$ cat config.mk
export PLATFORM = sky130hd
export DESIGN_NAME = stack_wakeup_sequencer
export DESIGN_NICKNAME = d
export VERILOG_FILES = /design/src/rtl/wake_seq_pkg.sv /design/src/rtl/tone_detect.sv /design/src/rtl/stack_wakeup_sequencer.sv
export SDC_FILE = /design/constraint.sdc
export NUM_CORES = 1
export LEC_CHECK = 0
export BUFFER_PORTS_ARGS = -buffer_cell sky130_fd_sc_hd__clkbuf_2
export CAP_MARGIN = 20
export CORE_ASPECT_RATIO = 1.4
export CORE_MARGIN = 5
export CORE_UTILIZATION = 40
export DETAILED_ROUTE_END_ITERATION = 8
export SLEW_MARGIN = 10
export SYNTH_ARGS = -nofsm -noshare
export SYNTH_HDL_FRONTEND = slang
export SYNTH_HIERARCHICAL = 1
export SYNTH_SLANG_ARGS = --single-unit
$ cat constraint.sdc
create_clock -name core_clk -period 2.67 [get_ports core_clk]
set_clock_uncertainty 0.2 [all_clocks]
set_input_delay 0 -clock core_clk [delete_from_list [all_inputs] [get_ports core_clk]]
set_output_delay 0 -clock core_clk [all_outputs]
set_load 0.05 [all_outputs]
$ cat src/rtl/wake_seq_pkg.sv
// constants and types shared by the stack wake-up sequencer
// What this block does
// - power-up turns on reference, then shutdown
// - regulator output on after fixed delay
// - wake from shutdown enables core supplies, active
// - active after wake sends wake tone upward
// - detected tone repeats wake and forwarding steps
// - wake command from sleep reloads defaults
// - reload finishes within sleep-to-active setup time
// - sleep-exit command keeps register contents
// - sleep-exit entry sends sleep-exit tone upward
// - at most 40 sleep-exit tone repetitions
// - forwarded bits re-timed to local clock
package wake_seq_pkg;
  localparam int CLK_PERIOD_NS = 10;
  localparam int POR_DELAY_NS = 1000;
  localparam int POR_DELAY_CYC = (POR_DELAY_NS + CLK_PERIOD_NS - 1) / CLK_PERIOD_NS;
  localparam int TONE_PERIOD_NS = 1000;
  localparam int TONE_PERIOD_CYC = TONE_PERIOD_NS / CLK_PERIOD_NS;
  localparam int TONE_HIGH_CYC = TONE_PERIOD_CYC / 2;
  localparam int HOLD_TIME_NS = 2000;
  localparam int HOLD_TIME_CYC = (HOLD_TIME_NS + CLK_PERIOD_NS - 1) / CLK_PERIOD_NS;
  localparam int SETUP_TIME_NS = 500;
  localparam int SETUP_TIME_CYC = SETUP_TIME_NS / CLK_PERIOD_NS;
  localparam int RELOAD_CYC = 4;
  localparam int WAKE_DET_COUNT = 4;
  localparam int EXIT_DET_COUNT = 3;
  localparam int WAKE_TONE_REPS = 10;
  localparam int EXIT_TONE_REPS = 40;
  localparam int MAX_TONE_REPS = 40;
  localparam int CNT_W = 16;
  typedef enum logic [1:0] {TONE_NONE, TONE_WAKE, TONE_EXIT} tone_kind_t;
  typedef enum {ST_POWERUP, ST_SHUTDOWN, ST_SLEEP, ST_RELOAD, ST_ACTIVE} pwr_state_t;
endpackage

$ cat src/rtl/tone_detect.sv
// tone detector: counts consecutive valid tone periods on the incoming line
`timescale 1ns/1ps
`default_nettype none
module tone_detect
  import wake_seq_pkg::*;
#(
  parameter int WAKE_COUNT = WAKE_DET_COUNT,
  parameter int EXIT_COUNT = EXIT_DET_COUNT
) (
  // clock and reset
  input wire logic core_clk,
  input wire logic rstn,
  // line from the device below
  input wire logic tone_in,
  input wire logic tone_is_exit,
  // detection pulses
  output logic wake_seen,
  output logic exit_seen
);
  logic prev_in;
  logic [CNT_W-1:0] gap;
  logic [7:0] periods;
  logic last_exit;
  logic rise;

  assign rise = tone_in && !prev_in;

  // edge history
  always_ff @(posedge core_clk) begin
    if (!rstn) begin
      prev_in <= 1'b0;
    end else begin
      prev_in <= tone_in;
    end
  end

  // period counting; a rise too late or early breaks the run
  always_ff @(posedge core_clk) begin
    if (!rstn) begin
      gap <= '0;
      periods <= '0;
      last_exit <= 1'b0;
      wake_seen <= 1'b0;
      exit_seen <= 1'b0;
    end else begin
      wake_seen <= 1'b0;
      exit_seen <= 1'b0;
      if (rise) begin
        gap <= CNT_W'(1);
        if (periods == 8'h00 || (gap == CNT_W'(TONE_PERIOD_CYC) && last_exit == tone_is_exit)) begin
          periods <= periods + 8'h01;
          if (tone_is_exit && 32'(periods) + 1 == EXIT_COUNT) begin
            exit_seen <= 1'b1;
          end
          if (!tone_is_exit && 32'(periods) + 1 == WAKE_COUNT) begin
            wake_seen <= 1'b1;
          end
        end else begin
          periods <= 8'h01;
        end
        last_exit <= tone_is_exit;
      end else if (gap > CNT_W'(TONE_PERIOD_CYC)) begin
        periods <= '0;
      end else begin
        gap <= gap + CNT_W'(1);
      end
    end
  end

  // one detection per run of periods
  a_detect_threshold: assert property (@(posedge core_clk) disable iff (!rstn)
    wake_seen |-> $past(periods) == 8'(WAKE_COUNT - 1))
    else $error("wake detect before threshold");

  a_exit_threshold: assert property (@(posedge core_clk) disable iff (!rstn)
    exit_seen |-> $past(periods) == 8'(EXIT_COUNT - 1))
    else $error("exit detect before threshold");
endmodule
`default_nettype wire

$ cat src/rtl/stack_wakeup_sequencer.sv
// power and wake sequencer for one device of a daisy-chained stack
`timescale 1ns/1ps
`default_nettype none
module stack_wakeup_sequencer
  import wake_seq_pkg::*;
#(
  parameter int POR_CYC = POR_DELAY_CYC,
  parameter int HOLD_CYC = HOLD_TIME_CYC,
  parameter int EXIT_REPS = EXIT_TONE_REPS
) (
  // clock and reset
  input wire logic core_clk,
  input wire logic rstn,
  // host side
  input wire logic wake_request,
  input wire logic uart_rx,
  input wire logic sleep_request,
  // tone from the device below
  input wire logic tone_in,
  input wire logic tone_in_is_exit,
  // data bits from below, to be forwarded upward
  input wire logic chain_bit_in,
  // supply and reference enables, ready, active and reload flags
  output logic always_on_reference,
  output logic regulator_output,
  output logic analog_core_supply,
  output logic digital_core_supply,
  output logic comm_ready,
  output logic device_active,
  output logic defaults_reload,
  // tone and data toward the device above
  output logic tone_out,
  output logic tone_out_is_exit,
  output logic chain_bit_out
);
  pwr_state_t state;
  logic [CNT_W-1:0] por_cnt;
  logic [CNT_W-1:0] hold_cnt;
  logic [CNT_W-1:0] step_cnt;
  logic [CNT_W-1:0] tone_cnt;
  logic [7:0] tone_reps;
  logic [7:0] tone_target;
  logic tone_busy;
  logic wake_seen;
  logic exit_seen;
  logic exit_cmd;
  logic wake_cmd;
  logic start_tone;
  logic start_exit;
  logic chain_meta;

  // assertion spans; delay bounds must be constants of this file
  localparam int RELOAD_SPAN = RELOAD_CYC;
  localparam int SETUP_SPAN = SETUP_TIME_CYC;

  tone_detect u_detect (
    .core_clk(core_clk),
    .rstn(rstn),
    .tone_in(tone_in),
    .tone_is_exit(tone_in_is_exit),
    .wake_seen(wake_seen),
    .exit_seen(exit_seen)
  );

  assign wake_cmd = wake_request || wake_seen;
  assign exit_cmd = (hold_cnt == CNT_W'(HOLD_CYC)) || exit_seen;

  // receive line held low counts toward the sleep-exit command
  always_ff @(posedge core_clk) begin
    if (!rstn) begin
      hold_cnt <= '0;
    end else if (uart_rx || state != ST_SLEEP) begin
      hold_cnt <= '0;
    end else if (hold_cnt != CNT_W'(HOLD_CYC)) begin
      hold_cnt <= hold_cnt + CNT_W'(1);
    end
  end

  // power-on delay before the regulator output turns on
  always_ff @(posedge core_clk) begin
    if (!rstn) begin
      por_cnt <= '0;
      regulator_output <= 1'b0;
      comm_ready <= 1'b0;
    end else if (por_cnt != CNT_W'(POR_CYC)) begin
      por_cnt <= por_cnt + CNT_W'(1);
    end else begin
      regulator_output <= 1'b1;
      comm_ready <= 1'b1;
    end
  end

  // main power state machine
  always_ff @(posedge core_clk) begin
    if (!rstn) begin
      state <= ST_POWERUP;
      step_cnt <= '0;
      always_on_reference <= 1'b0;
      analog_core_supply <= 1'b0;
      digital_core_supply <= 1'b0;
      device_active <= 1'b0;
      defaults_reload <= 1'b0;
      start_tone <= 1'b0;
      start_exit <= 1'b0;
    end else begin
      start_tone <= 1'b0;
      start_exit <= 1'b0;
      unique case (state)
        ST_POWERUP: begin
          always_on_reference <= 1'b1;
          state <= ST_SHUTDOWN;
        end
        ST_SHUTDOWN: begin
          if (wake_cmd && comm_ready) begin
            analog_core_supply <= 1'b1;
            digital_core_supply <= 1'b1;
            device_active <= 1'b1;
            start_tone <= 1'b1;
            state <= ST_ACTIVE;
          end
        end
        ST_SLEEP: begin
          if (wake_cmd) begin
            defaults_reload <= 1'b1;
            step_cnt <= '0;
            state <= ST_RELOAD;
          end else if (exit_cmd) begin
            analog_core_supply <= 1'b1;
            digital_core_supply <= 1'b1;
            device_active <= 1'b1;
            start_tone <= 1'b1;
            start_exit <= 1'b1;
            state <= ST_ACTIVE;
          end
        end
        ST_RELOAD: begin
          // reload is bounded well inside the setup time
          step_cnt <= step_cnt + CNT_W'(1);
          if (step_cnt == CNT_W'(RELOAD_CYC - 1)) begin
            defaults_reload <= 1'b0;
            analog_core_supply <= 1'b1;
            digital_core_supply <= 1'b1;
            device_active <= 1'b1;
            start_tone <= 1'b1;
            state <= ST_ACTIVE;
          end
        end
        ST_ACTIVE: begin
          if (sleep_request) begin
            analog_core_supply <= 1'b0;
            digital_core_supply <= 1'b0;
            device_active <= 1'b0;
            state <= ST_SLEEP;
          end
        end
      endcase
    end
  end

  // tone generator toward the next device up
  always_ff @(posedge core_clk) begin
    if (!rstn) begin
      tone_busy <= 1'b0;
      tone_cnt <= '0;
      tone_reps <= '0;
      tone_target <= '0;
      tone_out <= 1'b0;
      tone_out_is_exit <= 1'b0;
    end else if (start_tone) begin
      tone_busy <= 1'b1;
      tone_cnt <= '0;
      tone_reps <= '0;
      // sleep-exit burst is capped whatever the parameter says
      tone_target <= start_exit ? 8'(EXIT_REPS > MAX_TONE_REPS ? MAX_TONE_REPS : EXIT_REPS)
                                : 8'(WAKE_TONE_REPS);
      tone_out_is_exit <= start_exit;
      tone_out <= 1'b1;
    end else if (tone_busy) begin
      if (tone_cnt == CNT_W'(TONE_PERIOD_CYC - 1)) begin
        tone_cnt <= '0;
        if (tone_reps + 8'h01 == tone_target) begin
          tone_busy <= 1'b0;
          tone_out <= 1'b0;
        end else begin
          tone_reps <= tone_reps + 8'h01;
          tone_out <= 1'b1;
        end
      end else begin
        tone_cnt <= tone_cnt + CNT_W'(1);
        if (tone_cnt == CNT_W'(TONE_HIGH_CYC - 1)) begin
          tone_out <= 1'b0;
        end
      end
    end
  end

  // re-time forwarded bits on the local clock so widths never shrink
  always_ff @(posedge core_clk) begin
    if (!rstn) begin
      chain_meta <= 1'b0;
      chain_bit_out <= 1'b0;
    end else begin
      chain_meta <= chain_bit_in;
      chain_bit_out <= chain_meta;
    end
  end

  // power-up settles in shutdown, never active
  a_powerup_shutdown: assert property (@(posedge core_clk) disable iff (!rstn)
    state == ST_POWERUP |=> state == ST_SHUTDOWN && always_on_reference)
    else $error("power-up did not settle in shutdown");

  // regulator waits for the full delay
  a_regulator_delay: assert property (@(posedge core_clk) disable iff (!rstn)
    regulator_output |-> por_cnt == CNT_W'(POR_CYC))
    else $error("regulator on early");

  // wake from shutdown raises both supplies and active together
  a_wake_supplies: assert property (@(posedge core_clk) disable iff (!rstn)
    state == ST_SHUTDOWN && wake_cmd && comm_ready |=>
      analog_core_supply && digital_core_supply && device_active)
    else $error("wake did not enable supplies");

  // a tone burst starts on entry to active
  a_tone_start: assert property (@(posedge core_clk) disable iff (!rstn)
    start_tone |=> tone_out && tone_busy)
    else $error("tone not started");

  // reload completes inside the setup time
  a_reload_bound: assert property (@(posedge core_clk) disable iff (!rstn)
    $rose(defaults_reload) |-> ##[1:SETUP_SPAN] device_active)
    else $error("reload exceeded setup time");

  // sleep-exit keeps registers: no reload pulse
  a_exit_noreload: assert property (@(posedge core_clk) disable iff (!rstn)
    state == ST_SLEEP && !wake_cmd && exit_cmd |=> !defaults_reload && device_active)
    else $error("sleep-exit reloaded defaults");

  // receive held low for the hold time becomes the command
  a_hold_exit: assert property (@(posedge core_clk) disable iff (!rstn)
    state == ST_SLEEP && !wake_cmd && hold_cnt == CNT_W'(HOLD_CYC) |-> ##2 tone_out_is_exit)
    else $error("hold did not start sleep-exit");

  // sleep-exit burst never goes past the cap
  a_exit_cap: assert property (@(posedge core_clk) disable iff (!rstn)
    tone_busy |-> tone_reps < 8'(MAX_TONE_REPS))
    else $error("too many tone repetitions");

  // forwarded bit is the input two clocks earlier
  a_retime: assert property (@(posedge core_clk) disable iff (!rstn)
    rstn && $past(rstn) |=> chain_bit_out == $past(chain_bit_in, 2))
    else $error("forwarded bit not re-timed");

  // shutdown is left only by an accepted wake
  a_shutdown_hold: assert property (@(posedge core_clk) disable iff (!rstn)
    state == ST_SHUTDOWN && !(wake_cmd && comm_ready) |=> state == ST_SHUTDOWN && !device_active)
    else $error("shutdown left without wake");

  // wake before the regulator is up is refused
  a_early_refused: assert property (@(posedge core_clk) disable iff (!rstn)
    state == ST_SHUTDOWN && !comm_ready |=> !device_active)
    else $error("wake taken before ready");

  // wake command in sleep goes through the reload
  a_sleep_reload: assert property (@(posedge core_clk) disable iff (!rstn)
    state == ST_SLEEP && wake_cmd |=> state == ST_RELOAD && defaults_reload && !device_active)
    else $error("wake from sleep skipped reload");

  // reload lasts its fixed span, then active
  a_reload_length: assert property (@(posedge core_clk) disable iff (!rstn)
    $rose(defaults_reload) |-> ##RELOAD_SPAN device_active && !defaults_reload)
    else $error("reload span wrong");

  // active never overlaps the reload
  a_reload_exclusive: assert property (@(posedge core_clk) disable iff (!rstn)
    !(defaults_reload && device_active))
    else $error("active during reload");

  // sleep-exit burst is of exit kind and capped
  a_exit_kind: assert property (@(posedge core_clk) disable iff (!rstn)
    start_tone && start_exit |=> tone_out_is_exit && tone_target <= 8'(MAX_TONE_REPS))
    else $error("sleep-exit burst wrong kind");

  // wake burst is of wake kind and length
  a_wake_kind: assert property (@(posedge core_clk) disable iff (!rstn)
    start_tone && !start_exit |=> !tone_out_is_exit && tone_target == 8'(WAKE_TONE_REPS))
    else $error("wake burst wrong kind");

  // tone is high for the first half of each period
  a_tone_half: assert property (@(posedge core_clk) disable iff (!rstn)
    tone_busy && tone_cnt == CNT_W'(TONE_HIGH_CYC - 1) && !start_tone |=> !tone_out)
    else $error("tone high too long");

  // reference stays on once turned on
  a_ref_stays: assert property (@(posedge core_clk) disable iff (!rstn)
    always_on_reference |=> always_on_reference)
    else $error("reference dropped");

  // ready for communication stays up
  a_comm_stays: assert property (@(posedge core_clk) disable iff (!rstn)
    comm_ready |=> comm_ready && regulator_output)
    else $error("communication ready dropped");

  // active always runs on both core supplies
  a_active_supplies: assert property (@(posedge core_clk) disable iff (!rstn)
    device_active |-> analog_core_supply && digital_core_supply)
    else $error("active without core supplies");
endmodule
`default_nettype wire

; Word level (Yosys, flattened, before mapping)
; Cells that the tools add are included.
[totals]
wordCells = 128
output_inout_bits = 10
regBits = 151
[classes]
order_cmp = 1
reduce_logical = 29
addsub = 8
eq_ne = 24
muxes = 39
bitwise_logic = 2
[ops]
columns = cell, count
row1 = 32-bit two-way mux, 5
row2 = 32-bit one-hot mux with 5 select lines, 1
row3 = 32-bit by 2-bit equality test with 1-bit output (second input constant), 3
row4 = 16-bit by 1-bit adder with 16-bit output (second input constant), 5
row5 = 32-bit by 3-bit equality test with 1-bit output (second input constant), 2
row6 = 16-bit by 7-bit equality test with 1-bit output (second input constant), 2
row7 = 32-bit by 1-bit equality test with 1-bit output (second input constant), 1
row8 = 32-bit logical NOT, 1
row9 = 16-bit two-way mux, 2
row10 = 32-bit by 3-bit inequality test with 1-bit output (second input constant), 1
row11 = 16-bit one-hot mux with 2 select lines, 1
row12 = 8-bit two-way mux, 3
row13 = 1-bit two-way mux, 23
row14 = 8-bit by 1-bit adder with 8-bit output (second input constant), 2
row15 = 16-bit by 2-bit equality test with 1-bit output (second input constant), 1
row16 = 16-bit by 6-bit equality test with 1-bit output (second input constant), 1
row17 = 16-bit by 8-bit equality test with 1-bit output (second input constant), 1
row18 = 16-bit by 7-bit > comparator with 1-bit output (second input constant), 1
row19 = 16-bit by 7-bit inequality test with 1-bit output (second input constant), 1
row20 = 16-bit by 8-bit inequality test with 1-bit output (second input constant), 1
row21 = 2-bit inequality test (second input constant), 6
row22 = 8-bit by 1-bit adder with 9-bit output (second input constant), 1
row23 = 3-bit AND reduction, 3
row24 = 8-bit equality test, 1
row25 = other kinds (19), 34

; Depth between registers and ports, before layout
; Gate-level depths: netlist of the first run.
[depth]
word_depth = 6
depth_mapped = 8
mapped_depth_nobuf = 8

; By module
; The synthesis of the first run kept the hierarchy.
[by_module_without_submodules]
columns = mod, area_each_um2, cells_each, seq_area_each_um2, instances
row1 = stack_wakeup_sequencer, 4302.9, 503, 1761.7, 1
row2 = tone_detect, 1357.6, 149, 560.5, 1

; Least setup slack after synthesis of the first run
; Ideal clock, no wire load.
[synth_path]
path_type = reg-to-reg
from = register tone_reps[1]
to = register tone_reps[1]
path_stages_with_launch = 9
setup_slack_ns = 0.434
n_path_buf = 1
setup_time_ns = 0.121
required_ns = 2.349
arrival_time_ns = 1.915
cell_sequence = dfxtp_1 > ha_1 > and4_4 > nor4b_4 > o2111ai_2 > o31ai_4 > buf_6 > mux2i_1 > nor2_1
[synth_via]
elab_chain_cells = 4
[synth_lines]
columns = item, line_no
row1 = "start, declared", stack_wakeup_sequencer.sv:41  ; logic [7:0] tone_reps;
row2 = "start signal, assigned", stack_wakeup_sequencer.sv:185  ; tone_reps <= tone_reps + 8'h01;
row3 = 8-bit by 1-bit adder with 8-bit output *, "stack_wakeup_sequencer.sv:181, stack_wakeup_sequencer.sv:185"
row4 = 8-bit equality test, stack_wakeup_sequencer.sv:181  ; if (tone_reps + 8'h01 == tone_target) begin
row5 = 1-bit inverter (no line), -
row6 = 3-bit AND reduction (no line), -
; Every way passes the cells marked *; elsewhere a longest branch is shown, timed or not.
; A chain may end at the register's enable or synchronous reset.

; Worst setup path in the final report of the first run
[layout_path]
from = register tone_reps[1]
to = register tone_reps[7]
; Same word-level chain as after synthesis.

==> out/results.txt, run 1 <==
Status: complete, no violations
Reg clk slew, reported paths: 50 ps
Crit path depth: 8
Setup CP Type: flop to flop
IO buf count: 17
WHS Path Cells: 3
Final Util: 0.472
Die height: 151 um
Via-to-Cell Ratio: 5.18
Clock Sink Count: 116
DRC Markers: 0
Dpl ws: 153 ps
Cell with the most instances after synthesis: dfxtp_1
CP arrival: 2640 ps
Worst-Margin Slew: 944 ps
Vias in the first global route: 4,429
Max FO, Critical Path: 8
Synth cell types: 72
Hpwl dp: 7810 um
DRT Pass-1 Iters: 4
R2R depth: 8
Ys async rst share: 0
Hold slack: 85.4 ps
Layout cell share with drive strength beyond 1: 0.121
Cell area after synthesis: 5660 um^2
I/O pins: 18
Post-Syn Nets: 673
Post-synth EDFFs: 0
Ant diodes: 0
Synth area leaders: dfxtp_1 (41%), nor2_1 (6.5%), xnor2_1 (4.3%)
Max Slew Vio Count: 0
Worst path cell trace: ha_2, and4_4, a211oi_1, o2111ai_2, o31ai_4, buf_4, or4_1, a21oi_1
Area Overhead vs Synth: 16.1%
Avg WL per Cell: 12.6 um
CP Launch Type: flop
Post-synth top flop: dfxtp_1
Pwr per Cell Area: 728 nW/um^2
CTS H-tree lvls: 4
Synth cell count leaders: dfxtp_1 (116), nor2_1 (98), nand2_1 (54)
Slowest cell on crit path: dfxtp_1
CP required: 2800 ps
Gr ovfl total: 0
Yosys top cell area share: 0.410
Vias: 4,547
Top delay family on crit path: compound AO/OA/AOI/OAI gates
Rel. slew slack: 0.370
Max cap viols: 0
Drt total wl: 11,000 um
Final setup margin: 161 ps
Period utilisation layout: 0.940
Gr usage total: 0.142
Leading area contributor after synthesis: dfxtp_1
DIE AREA: 16,700 um^2
Total Neg Setup Slack: 0 ps
Critical Path End Type: flop
CTS Root Cell: clkbuf_16
Syn Inst Count: 652
Clock Latency Late Sink: 410 ps
Synth warnings: 6
Antenna viol nets, final: 0
Nets@finish: 701
Hold Crit Class: input pin to flop
Routability cong.: 0.854
Endpoints failing setup: 0
Final min period: 2510 ps
Slowest stage delay, CP: 450 ps
CTS Buffer Depth: 2
Register area share after synthesis: 0.410
Fmax: 399 MHz
VDD IR max: 365 uV
Pleak: 2.44 nW
CTS tree: built
WP buf/inv: 1
FP Rows: 51
Average size of a mapped cell: 8.68 um^2
CTS buffer count: 17
Largest net degree at the start of global routing: 31
Initial antenna violation count: 0
First DRT Iteration DRCs: 225
First-pass GRT wire length: 19,800 um
Initial Util: 0.407
Core ar.: 13,900 um^2
Count of state elements after synthesis: 116
Final hold violations: 0
Chip Width: 111 um
[sequential cells by signal (all words and copies together), names as in the netlist, 3 cells and up]
| signal | cells |
|---|---|
| hold_cnt | 16 |
| por_cnt | 16 |
| state | 3 |
| step_cnt | 16 |
| tone_cnt | 16 |
| tone_reps | 8 |
| tone_target | 3 |
| u_detect/gap | 16 |
| u_detect/periods | 8 |
[what timing repair did]
| action | 4_1_cts | 5_1_grt |
|---|---|---|
| setup buffers | 0 | 2 |
| setup endpoints to repair | 0 | 4 |
| gates resized for setup | 0 | 1 |
| hold endpoints to repair | 34 | 0 |
| hold buffers | 6 | 0 |
[metal layers]
metal,wire (um),track usage
met1,5030,0.166
met2,5530,0.241
met3,245,0.0374
met4,229,0.0709
met5,0,0
[logic make-up after synthesis]
family	Yosys count	share of synthesized area
xor gates and xnor gates	56	0.0880
adders and majority gates	13	0.0287
AOI/OAI and AO/OA	87	0.106
and+or+nand+nor	323	0.310
DFF	116	0.410
buffers and inverters	47	0.0391
muxes	10	0.0183
[area by class of cell]
type	count	area, um^2
fill	1424	7340
multi-input combinational	489	3120
sequential	116	2320
clock buffer	20	437
tap	185	231
timing repair buffer	32	213
clock inverter	11	160
inverter	24	90.1
[metrics by stage]
stage               cells  instance area [um^2]  power, mW
finish                877                  6570       4.78
global route          877                  6570       5.02
floorplan             652                  5660       2.40
global placement      838                  5900       2.50
detailed placement    838                  5900       2.52
CTS                   875                  6560       4.85
[report_power, final]
part	switching, mW	internal [mW]	leakage (nW)
registers	0.108	1.81	0.938
logic	0.364	0.195	1.21
clock network	0.758	1.54	0.289
[cell usage in the layout, fill, tap and decap left out, types with 9 or more instances in the layout]
| cell type | instances |
|---|---|
| nand4_1 | 9 |
| nand2_1 | 54 |
| clkbuf_2 | 17 |
| nand3_1 | 35 |
| nor3_1 | 19 |
| o21ai_1 | 9 |
| xnor2_1 | 28 |
| and3_1 | 33 |
| nor2_1 | 98 |
| o21ai_0 | 17 |
| inv_1 | 24 |
| ha_1 | 12 |
| and2_1 | 12 |
| buf_4 | 9 |
| clkbuf_16 | 17 |
| a21oi_1 | 27 |
| dfxtp_1 | 116 |
| nor4_1 | 10 |
| xor2_1 | 27 |
[worst paths after layout]
check                           slack [ps]         start       endpoint
worst max-delay path                   160  tone_reps[1]   tone_reps[7]
worst max register to register         160  tone_reps[1]   tone_reps[7]
worst min-delay path                    90       uart_rx    hold_cnt[2]
worst min register to register         230    chain_meta  chain_bit_out
[tightest hold or removal path, stage by stage]
cell      delay, ps
clkbuf_2         90
nand3b_1        470
nor2_1           90
No activity file was read; power rests on OpenSTA's default activity.
==> inputs of run 2 (changes only) <==
REMOVE_ABC_BUFFERS = 1   (was unset)
==> run 2 against run 1 <==
  * Critical path depth did not move
  * Register-to-register slack better by 50 ps
  * Core utilization is essentially flat
  * Clock power down 5%
  * Power fell by 2.3%
  * First-iteration DRC count is 20% lower
  * Critical path type unchanged
  * Critical endpoint is now tone_reps[0]
  * Largest cell class unchanged
  * Highest routed layer unchanged
==> out/results.txt, run 2 (synthesis results as in run 1) <==
Status: complete, no violations
Clock Latency Late Sink: 420 ps (about the same)
Layout cell share with drive strength beyond 1: 0.131 (+0.00955)
VDD IR max: 474 uV (+30%)
Initial antenna violation count: 0 (unchanged)
Setup CP Type: flop to flop
Endpoints failing setup: 0 (unchanged)
Worst path cell trace: ha_2, and4_4, nor4b_4, o2111ai_2, o31ai_4, buf_4, xor2_1, nor2_1
Pwr per Cell Area: 712 nW/um^2 (-2.2%)
Max FO, Critical Path: 8 (unchanged)
DRC Markers: 0 (unchanged)
Hpwl dp: 8050 um (+3.1%)
Most common cell after layout, fill and taps aside: dfxtp_1
Ant diodes: 0 (unchanged)
RR Endpoint: tone_reps[0]
Routability cong.: 0.793 (-7.1%)
Via-to-Cell Ratio: 5.18 (about the same)
First DRT Iteration DRCs: 180 (-20%)
Critical Path End Type: flop
CP Launch Type: flop
Antenna viol nets, final: 0 (unchanged)
Final min period: 2460 ps (-45.5 ps)
Drt total wl: 11,500 um (+4.4%)
Vias: 4,561 (+0.31%)
Placed cell areas: 5900 um^2 (unchanged)
WHS Path Cells: 3 (unchanged)
CTS Buffer Depth: 2 (unchanged)
Slowest stage delay, CP: 400 ps (-50 ps)
FP Rows: 51 (unchanged)
Vias in the first global route: 4,571 (+3.2%)
Largest net degree at the start of global routing: 31 (unchanged)
Max Slew Vio Count: 0 (unchanged)
CTS tree: built
CTS H-tree lvls: 4 (unchanged)
Layout fillers: 1,402 (-1.5%)
Most frequent cells in the layout: dfxtp_1 (115), nor2_1 (98), nand2_1 (54)
Top delay family on crit path: compound AO/OA/AOI/OAI gates
CP required: 2770 ps (-30 ps)
R2R depth: 8 (unchanged)
Total Power: 4.68 mW (-2.3%)
Area Overhead vs Synth: 16.0% (about the same)
Die height: 151 um (unchanged)
Reg clk slew, reported paths: 50 ps (about the same)
Slowest cell on crit path: dfxtp_2
RSZ-0062 raised after global routing: false
Pleak: 2.44 nW (-0.14%)
Post-Layout Inst Area: 6570 um^2 (about the same)
Hold Path Origin: uart_rx
Total Neg Setup Slack: 0 ps (unchanged)
Core ar.: 13,900 um^2 (unchanged)
First-pass GRT wire length: 20,200 um (+2.4%)
Max cap viols: 0 (unchanged)
Gr ovfl total: 0 (unchanged)
Finished Layout Cells: 880 (+0.34%)
Placed Cells: 838 (unchanged)
Gr usage total: 0.147 (+0.00491)
Worst r2r src: tone_reps[1]
Fmax: 406 MHz (+1.8%)
IO buf count: 17 (unchanged)
I/O pins: 18 (unchanged)
DRT Pass-1 Iters: 4 (unchanged)
DIE AREA: 16,700 um^2 (unchanged)
Hold Crit Class: input pin to flop
Final hold violations: 0 (unchanged)
Period utilisation layout: 0.923 (-0.0171)
CTS buffer count: 17 (unchanged)
Avg WL per Cell: 13.1 um (+4.0%)
Chip Width: 111 um (unchanged)
WP buf/inv: 1 (unchanged)
Worst-Margin Slew: 998 ps (+53.9 ps)
Initial Util: 0.407 (unchanged)
Worst hold path endpoint: hold_cnt[11]
Rel. slew slack: 0.334 (-0.0360)
CP arrival: 2560 ps (-80 ps)
Critical Path Source: tone_reps[1]
Nets@finish: 703 (+0.29%)
Dpl ws: 91.8 ps (-61.5 ps)
Final setup margin: 206 ps (+45.5 ps)
CTS Root Cell: clkbuf_16
Clock Sink Count: 116 (unchanged)
Reg2reg setup slack: 210 ps (+50 ps)
## run 2: cell types whose count changed in the layout (fill, tap and decap cells not counted), sizes merged
cell      before  now
buf            9   11
bufinv         4    2
clkbuf        37   35
clkinv         5    8
clkinvlp       2    4
## run 2: layout make-up
class	instances	area, um^2	share of cell area
multi-input combinational	489	3120	0.475
timing repair buffer	34	228	0.0347
clock inverter	14	138	0.0210
inverter	24	90.1	0.0137
clock buffer	18	439	0.0669
tap	185	231	0.0352
sequential	116	2320	0.354
## run 2: per-layer routing
| metal | vias up | track usage | part of all wire |
|---|---|---|---|
| met4 | 0 | 0.0579 | 0.019 |
| met1 | 2152 | 0.162 | 0.43 |
| met2 | 63 | 0.261 | 0.51 |
| li1 | 2333 | - | - |
| met3 | 13 | 0.0491 | 0.042 |
| met5 | - | 0 | 0 |
## run 2: where the power goes
part / total (mW) / switching (mW) / leakage (nW) / internal [mW]
registers: 1.92 / 0.105 / 0.939 / 1.81
clock network: 2.19 / 0.809 / 0.277 / 1.38
logic: 0.563 / 0.368 / 1.22 / 0.195
## run 2: timing repair
item                                    CTS  global route
endpoints found under the setup margin    0             5
setup buffers                             0             4
hold endpoints to repair                 29             0
gates resized for setup                   0             2
hold buffers                              6             0
## run 2: worst max path at each step
stage / to / slack (ps) / depth (start not counted)
5_1_grt: tone_reps[1] / 8 / 8
6_report: tone_reps[0] / 210 / 8
4_1_cts: tone_reps[0] / 60 / 8
2_1_floorplan: device_active / 240 / 6
3_3_place_gp: tone_reps[0] / 230 / 8
3_5_place_dp: tone_reps[0] / 90 / 8
## run 2: per-stage QoR
step	util	hold slack (ps)
after detailed placement	0.424	33.0
after global routing	0.472	141
final	0.472	85.1
after global placement	0.424	17.4
after floorplan	-	-127
after CTS	0.470	81.1
## run 2: worst register-to-register path, delay by kind of cell, from the launching register on
kind | cells | cell delay (ps)
buffers and inverters | 1 | 200
adders and majority gates | 1 | 260
xor gates and xnor gates | 1 | 150
AOI/OAI and AO/OA | 2 | 620
DFF | 1 | 400
and+or+nand+nor | 3 | 520
